### src/core/dmc_defines.svh
`ifndef DMC_DEFINES_SVH
`define DMC_DEFINES_SVH

// switch bank bit positions, switch n at bit n-1
`define DMC_SW_TEST_LO 0
`define DMC_SW_TEST_HI 2
`define DMC_SW_MODE 3
`define DMC_SW_MAP 4
`define DMC_SW_SIDES 5
`define DMC_SW_EXT 6
`define DMC_SW_COUNT 7

// switch level reads, closed is 0 and open is 1
`define DMC_SW_CLOSED 1'h0
`define DMC_SW_OPEN 1'h1

// register indices
`define DMC_REG_SWITCH 4'h0
`define DMC_REG_CONFIG 4'h1
`define DMC_REG_CTRL 4'h2

// control register field positions
`define DMC_CTRL_REINIT 0

// factory default switch pattern: mode 2, two drives, double sided,
// normal unit mapping (switch 5 closed)
`define DMC_SW_DEFAULT 8'ha0

// reset value of the decoded configuration word
`define DMC_CONFIG_RST 16'h0000

`endif

### src/core/dmc_pkg.sv
`default_nettype none
package dmc_pkg;
    typedef enum logic [1:0] {
        DMC_MODE_NONE = 2'b00,
        DMC_MODE_1 = 2'b01,
        DMC_MODE_2 = 2'b10,
        DMC_MODE_3 = 2'b11
    } dmc_mode_t;

    typedef struct packed {
        logic self_test;
        logic [2:0] test_sel;
        dmc_mode_t mode;
        logic swap_units;
        logic double_sided;
        logic two_drives;
        logic use_dma;
        logic dd_allowed;
        logic ds_media_ok;
        logic ext_formats;
        logic jumper_ok;
        logic valid;
        logic spare;
    } dmc_config_t;

    typedef struct packed {
        logic [7:0] switches;
        logic jumper;
    } dmc_straps_t;
endpackage : dmc_pkg
`default_nettype wire

### src/core/dmc_decode.sv
`include "dmc_defines.svh"
`default_nettype none
module dmc_decode
    import dmc_pkg::*;
(
    input wire dmc_straps_t straps_i,
    output var dmc_config_t cfg_o
);
    wire logic [7:0] sw;
    wire logic test_open;
    wire logic mode1;
    wire logic mode3;
    wire dmc_mode_t mode;

    // true when a switch level reads open
    function automatic logic sw_open(input logic lvl);
        return lvl == `DMC_SW_OPEN;
    endfunction

    // switches arrive as levels, closed reads 0 and open reads 1
    assign sw = straps_i.switches;
    // any open test switch selects a diagnostic routine
    assign test_open = |sw[`DMC_SW_TEST_HI:`DMC_SW_TEST_LO];
    // switch 4 open selects mode 1
    assign mode1 = sw_open(sw[`DMC_SW_MODE]);
    // switch 7 open picks mode 3, closed mode 2
    assign mode3 = ~mode1 & sw_open(sw[`DMC_SW_EXT]);
    assign mode = mode1 ? DMC_MODE_1 : (mode3 ? DMC_MODE_3 : DMC_MODE_2);

    always_comb begin
        cfg_o = '0;
        cfg_o.self_test = test_open;
        cfg_o.test_sel = sw[`DMC_SW_TEST_HI:`DMC_SW_TEST_LO];
        cfg_o.mode = mode;
        cfg_o.swap_units = sw_open(sw[`DMC_SW_MAP]);
        cfg_o.double_sided = sw_open(sw[`DMC_SW_SIDES]);
        cfg_o.two_drives = sw_open(sw[`DMC_SW_COUNT]);
        // mode 1 is programmed i/o, single density, single sided
        // mode 2 and 3 use dma, both densities, either side count
        cfg_o.use_dma = ~mode1;
        cfg_o.dd_allowed = ~mode1;
        cfg_o.ds_media_ok = ~mode1 & cfg_o.double_sided;
        // mode 3 adds the rest of the extended formats
        cfg_o.ext_formats = mode3;
        // host card jumper must be in for mode 1 only
        cfg_o.jumper_ok = (straps_i.jumper == mode1);
        cfg_o.valid = 1'b1;
    end
endmodule // dmc_decode
`default_nettype wire

### src/core/dmc_top.sv
// Summary of operation
// - switch closed reads 0, open reads 1
// - all test switches closed gives normal run
// - switch 4 closed mode 2/3, open mode 1
// - switch 5 open swaps drive unit mapping
// - switch 6 sets sides, switch 8 drives
// - switch 7 closed mode 2, open mode 3
// - mode 1 programmed I/O, single density only
// - mode 2 DMA, both densities, sides set by switch 6
// - mode 3 adds remaining extended formats
// - factory default pattern gives mode 2
`include "dmc_defines.svh"
`default_nettype none
module dmc_top
    import dmc_pkg::*;
(
    input wire logic mclk_i,
    input wire logic reset_i,
    input wire logic [7:0] switch_bank_i,
    input wire logic single_density_mode_jumper_i,
    input wire logic [3:0] addr_i,
    input wire logic [15:0] wdata_i,
    input wire logic wr_i,
    input wire logic rd_i,
    output logic [15:0] rdata_o,
    output var dmc_config_t cfg_o,
    output logic run_normal_o,
    output logic diag_run_o,
    output logic [2:0] diag_sel_o,
    output logic unit0_is_right_o,
    output logic cfg_mismatch_o
);
    // ********************************************************
    // pin synchronisers
    // ********************************************************
    logic [7:0] sw_meta_ff;
    logic [7:0] sw_sync_ff;
    logic jmp_meta_ff;
    logic jmp_sync_ff;

    always_ff @(posedge mclk_i) begin
        if (reset_i) begin
            sw_meta_ff <= `DMC_SW_DEFAULT;
            sw_sync_ff <= `DMC_SW_DEFAULT;
            jmp_meta_ff <= 1'b0;
            jmp_sync_ff <= 1'b0;
        end else begin
            sw_meta_ff <= switch_bank_i;
            sw_sync_ff <= sw_meta_ff;
            jmp_meta_ff <= single_density_mode_jumper_i;
            jmp_sync_ff <= jmp_meta_ff;
        end
    end

    // ********************************************************
    // initialisation sampling
    // ********************************************************
    logic [1:0] settle_ff;
    logic sample_pend_ff;
    logic reinit_req;
    wire logic sample_now;
    dmc_straps_t straps_ff;
    dmc_straps_t nxt_straps;

    assign reinit_req = wr_i && (addr_i == `DMC_REG_CTRL)
                        && wdata_i[`DMC_CTRL_REINIT];
    // sample once the synchronisers hold the pins after release
    assign sample_now = sample_pend_ff && (settle_ff == 2'h3);
    assign nxt_straps = '{switches: sw_sync_ff, jumper: jmp_sync_ff};

    always_ff @(posedge mclk_i) begin
        if (reset_i) begin
            settle_ff <= 2'h0;
            sample_pend_ff <= 1'b1;
        end else if (reinit_req) begin
            settle_ff <= 2'h0;
            sample_pend_ff <= 1'b1;
        end else begin
            if (settle_ff != 2'h3) begin
                settle_ff <= settle_ff + 2'h1;
            end
            if (sample_now) begin
                sample_pend_ff <= 1'b0;
            end
        end
    end

    // straps take the factory pattern until first sample
    always_ff @(posedge mclk_i) begin
        if (reset_i) begin
            straps_ff <= '{switches: `DMC_SW_DEFAULT, jumper: 1'b0};
        end else if (sample_now) begin
            straps_ff <= nxt_straps;
        end
    end

    // ********************************************************
    // decode
    // ********************************************************
    dmc_config_t dec_cfg;

    dmc_decode u_decode (
        .straps_i(straps_ff),
        .cfg_o(dec_cfg)
    );

    // ********************************************************
    // registered outputs
    // ********************************************************
    wire logic [15:0] cfg_word;
    wire logic [15:0] sw_word;
    wire logic [15:0] ctrl_word;
    logic [15:0] nxt_rdata;

    assign cfg_word = dec_cfg;
    assign sw_word = {7'h00, straps_ff.jumper, straps_ff.switches};
    assign ctrl_word = {15'h0000, sample_pend_ff};

    always_comb begin
        nxt_rdata = 16'h0000;
        if (rd_i) begin
            unique case (addr_i)
                `DMC_REG_SWITCH: nxt_rdata = sw_word;
                `DMC_REG_CONFIG: nxt_rdata = cfg_word;
                `DMC_REG_CTRL: nxt_rdata = ctrl_word;
                default: nxt_rdata = 16'h0000;
            endcase
        end
    end

    always_ff @(posedge mclk_i) begin
        if (reset_i) begin
            rdata_o <= 16'h0000;
            cfg_o <= `DMC_CONFIG_RST;
            run_normal_o <= 1'b0;
            diag_run_o <= 1'b0;
            diag_sel_o <= 3'h0;
            unit0_is_right_o <= 1'b0;
            cfg_mismatch_o <= 1'b0;
        end else begin
            rdata_o <= nxt_rdata;
            // config outputs hold stable between samples, run, diag and mismatch flags stay low while a sample is pending
            cfg_o <= dec_cfg;
            run_normal_o <= ~dec_cfg.self_test & ~sample_pend_ff;
            diag_run_o <= dec_cfg.self_test & ~sample_pend_ff;
            diag_sel_o <= dec_cfg.test_sel;
            unit0_is_right_o <= dec_cfg.swap_units;
            // host jumper must agree with mode select
            cfg_mismatch_o <= ~dec_cfg.jumper_ok & ~sample_pend_ff;
        end
    end
endmodule // dmc_top
`default_nettype wire

### config.mk
export PLATFORM = sky130hd
export DESIGN_NAME = dmc_top
export DESIGN_NICKNAME = d
export VERILOG_FILES = /design/src/core/dmc_pkg.sv /design/src/core/dmc_decode.sv /design/src/core/dmc_top.sv
export VERILOG_INCLUDE_DIRS = /design/src /design/src/core
export SDC_FILE = /design/constraint.sdc
export NUM_CORES = 1
export LEC_CHECK = 0
export BUFFER_PORTS_ARGS = -buffer_cell sky130_fd_sc_hd__buf_2
export CORE_ASPECT_RATIO = 0.6
export CORE_MARGIN = 2
export CORE_UTILIZATION = 53
export DETAILED_ROUTE_END_ITERATION = 8
export GPL_ROUTABILITY_DRIVEN = 0
export PLACE_DENSITY = 0.83
export SYNTH_ARGS = -nofsm -noshare
export SYNTH_HDL_FRONTEND = slang
export SYNTH_HIERARCHICAL = 1
export SYNTH_SLANG_ARGS = --single-unit
### constraint.sdc
create_clock -name mclk_i -period 1.81 [get_ports mclk_i]
set_input_delay 0 -clock mclk_i [delete_from_list [all_inputs] [get_ports mclk_i]]
set_output_delay 0 -clock mclk_i [all_outputs]
set_load 0.02 [all_outputs]
==> results.py <==
metrics = {
    "status": {
        "outcome": "complete, no violations",
    },
    "clocking": {
        "cts-root-buf": "clkbuf_8",
        "numCtsBuffers": 9,
        "clk_path_buf_depth": 2,
        "cts_tree": "built",
        "clk_pin_slew_ns": 0.06,
        "cts_resized": 0,
        "clock_latency_ns": 0.33,
        "h-tree-depth": 3,
        "cts.sinks": 65,
    },
    "floorplan": {
        "die_x_um": 86.3,
        "initial_core_util_pct": 56.9,
        "die-height_um": 53.4,
        "coreArea_sq_um": 3790,
        "num_io_pins": 72,
        "dieArea_sq_um": 4610,
        "row_count": 17,
    },
    "pwr": {
        "p_clk_share_pct": 37.8,
        "seq_power_share_pct": 54.6,
        "powerDensity_nw_per_um2": 1060,
        "switchingPower_mw": 0.625,
        "combPwrFrac_pct": 7.7,
        "p_sw_share_pct": 22.5,
        "p_leak_nw": 1.18,
        "power.internal_mw": 2.15,
        "peakVddDrop_mv": 0.552,
    },
    "detailed_routing": {
        "ant_nets": 0,
        "wl_per_cell_um": 11.3,
        "drc": 0,
        "viasPerCell": 4.57,
        "wl_mm": 3.54,
        "vias": 1427,
        "firstDrtPassIters": 4,
        "drt_first_iter_violations": 76,
    },
    "worst_hold_path": {
        "hold_class": "input port to register",
    },
    "timing": {
        "fin_setup_tns_ns": 0,
        "hold_viol": 0,
        "fmax_mhz": 765,
        "min_period_over_period_pct": 72.2,
        "setup_viol": 0,
        "period_minus_slack_ns": 1.31,
        "rsz0062_at_grt": "false",
        "fin_skew_ns": 0.00710,
        "slew_viol_final": 0,
    },
    "placed_design": {
        "dpl_cell_area_sq_um": 2360,
        "numPlacedInstances": 286,
        "io_buffer_count": 56,
        "dpl.hpwl_mm": 2.37,
    },
    "setup_path": {
        "worst_setup_path_end_kind": "register",
        "path_cells": "dlygate4sd3_1, buf_2, or4b_4, nor3b_4, and2_1",
        "criticalPathCategory": "input port to register",
        "worstPathMaxFanout": 6,
        "slowest_stage": "dlygate4sd3_1",
        "required_ns": 2.08,
        "cpLargestDelayFamily": "simple AND/OR/NAND/NOR gates",
        "setup.worst_path.start_class": "input port",
        "cp.arrival_ns": 1.58,
        "critical_path.n_buffers_inverters": 2,
        "slowest_delay_ns": 0.53,
    },
    "global_route": {
        "overflow": 0,
        "first_global_vias": 1224,
        "track_usage_pct": 16.9,
        "antenna_found_initial": 0,
        "grt_max_degree": 48,
        "grt_pass1_wl_mm": 5.55,
    },
    "layout": {
        "fill_cells": 295,
        "antennaDiodeCount": 0,
        "drive_gt1_share_pct": 30.9,
        "stdcell_area_sq_um": 2630,
        "area_growth_pct": 22.2,
        "final_nets": 294,
        "regArea_sq_um": 1300,
        "multi_input_area_sq_um": 687,
        "layoutNonFillerInstCount": 312,
    },
    "yosys": {
        "synthesis.nets": 238,
        "synth.avg_cell_area_sq_um": 10.6,
        "syn_area_sq_um": 2150,
        "seq_area_frac_synth_pct": 60.4,
        "ys_warn_count": 6,
        "ys_ff_latch": 65,
        "ys_types": 29,
        "synth_cells": 204,
    },
    "flow_run": {
        "maxCapViolCount": 0,
    },
}
-- path summary, 6_finish.rpt --
| check | cells past startpoint | from | slack (ns) | end |
|---|---|---|---|---|
| worst min-delay path | 3 | wr_i | 0.06 | settle_ff[0] |
| worst min register to register | 1 | sw_meta_ff[7] | 0.41 | sw_sync_ff[7] |
| worst max-delay path | 5 | rd_i | 0.50 | rdata_o[13] |
| worst max register to register | 4 | settle_ff[0] | 0.58 | straps_ff[7] |
-- metrics by stage --
step | setup slack (ns) | hold slack (ns) | power, mW | util [%]
2_1_floorplan | 0.629 | 0.0794 | 1.69 | -
3_3_place_gp | 0.618 | 0.186 | 1.74 | 62.3
3_5_place_dp | 0.590 | 0.184 | 1.74 | 62.3
4_1_cts | 0.534 | 0.0383 | 2.81 | 69.5
5_1_grt | 0.447 | 0.0644 | 2.90 | 69.5
6_report | 0.502 | 0.0610 | 2.78 | 69.5
-- routing by layer --
metal	global-route usage (%)	wire length, um	up-vias
li1	-	-	750
met1	20.8	1730	615
met2	24.3	1460	56
met3	10.9	326	6
met4	4.69	27	0
met5	0	0	-
-- Yosys cell counts --
master / number / area share (%)
nor4_2: 1 / 0.58
a222oi_1: 1 / 0.46
or3_1: 1 / 0.29
buf_4: 16 / 5.6
and3_1: 1 / 0.29
nor2b_1: 34 / 9.9
nor3b_1: 1 / 0.35
nor3_1: 2 / 0.46
dfxtp_1: 65 / 60
mux2i_1: 1 / 0.46
inv_1: 2 / 0.35
nor3b_4: 1 / 0.87
or4b_4: 1 / 0.64
clkbuf_1: 7 / 1.2
xor2_1: 1 / 0.41
a21o_1: 2 / 0.70
a21oi_1: 7 / 1.6
ha_1: 1 / 0.58
or2_2: 5 / 1.5
a22oi_1: 8 / 2.8
and2_1: 7 / 2.0
nor4b_2: 1 / 0.70
conb_1: 2 / 0.35
nor2_1: 12 / 2.1
buf_6: 1 / 0.52
nand3b_1: 2 / 0.70
nand2_1: 19 / 3.3
xnor2_1: 1 / 0.41
a41o_1: 1 / 0.46
-- layout make-up --
class	instances	area share, %
Clock inverter	3	0.571
Timing Repair Buffer	69	15.3
Sequential cell	65	49.5
Multi-Input combinational cell	113	26.1
Tap cell	47	2.23
Inverter	2	0.285
Clock buffer	13	6.04
-- cells in the final DEF, fill, tap and decap left out --
| cell type | count |
|---|---|
| xnor2_1 | 1 |
| buf_4 | 3 |
| nor3_1 | 2 |
| clkbuf_8 | 11 |
| buf_2 | 56 |
| inv_1 | 2 |
| a222oi_1 | 1 |
| nor4_2 | 1 |
| and2_1 | 7 |
| a41o_1 | 1 |
| conb_1 | 2 |
| nor3b_4 | 1 |
| or2_2 | 5 |
| nor2b_1 | 34 |
| dlygate4sd3_1 | 10 |
| nor2_1 | 12 |
| ha_1 | 1 |
| or4b_4 | 1 |
| a21oi_1 | 7 |
| nand2_1 | 19 |
| clkinv_2 | 3 |
| and3_1 | 1 |
| clkbuf_1 | 2 |
| nor4b_2 | 1 |
| dfxtp_1 | 65 |
| a22oi_1 | 8 |
| or3_1 | 1 |
| nor3b_1 | 1 |
| nand3b_1 | 2 |
| mux2i_1 | 1 |
| xor2_1 | 1 |
| a21o_1 | 2 |
-- worst register-to-register path, cell delays in order (launching register included) --
cell and delay (ns):
dfxtp_1 0.34, ha_1 0.26, and2_1 0.32, nand2_1 0.11, a21oi_1 0.12
-- state kept, by name (all words and copies together), names as in the netlist --
signal            flops
cfg_mismatch_o        1
cfg_o                12
sw_sync_ff            8
sw_meta_ff            8
jmp_sync_ff           1
jmp_meta_ff           1
unit0_is_right_o      1
rdata_o              16
diag_sel_o            3
settle_ff             2
diag_run_o            1
sample_pend_ff        1
straps_ff             9
run_normal_o          1
-- timing repair --
action	in CTS	in global routing
buffers inserted	0	0
hold buffers	10	0
hold endpoints to repair	10	0
-- kinds of logic (layout without fill, tap and decap cells) --
logic type | Yosys count | count (layout) | synth area share (%)
adder cells (fa/ha/maj) | 1 | 1 | 0.581
buffers and inverters | 26 | 87 | 7.67
AO/OA/AOI/OAI | 19 | 19 | 6.04
AND/OR/NAND/NOR | 88 | 88 | 23.6
multiplexers | 1 | 1 | 0.465
XOR/XNOR | 2 | 2 | 0.814
flip-flops | 65 | 65 | 60.4
other | 2 | 2 | 0.349
-- power groups by stage --
| stage | clock network (mW) | logic [mW] | registers (mW) |
|---|---|---|---|
| after global routing | 1.14 | 0.238 | 1.52 |
| after CTS | 1.08 | 0.214 | 1.52 |
| after global placement | 0 | 0.192 | 1.54 |
| after detailed placement | 0 | 0.196 | 1.55 |
| after floorplan | 0 | 0.129 | 1.56 |
| final | 1.05 | 0.213 | 1.51 |
(Power assumes the default switching activity.)
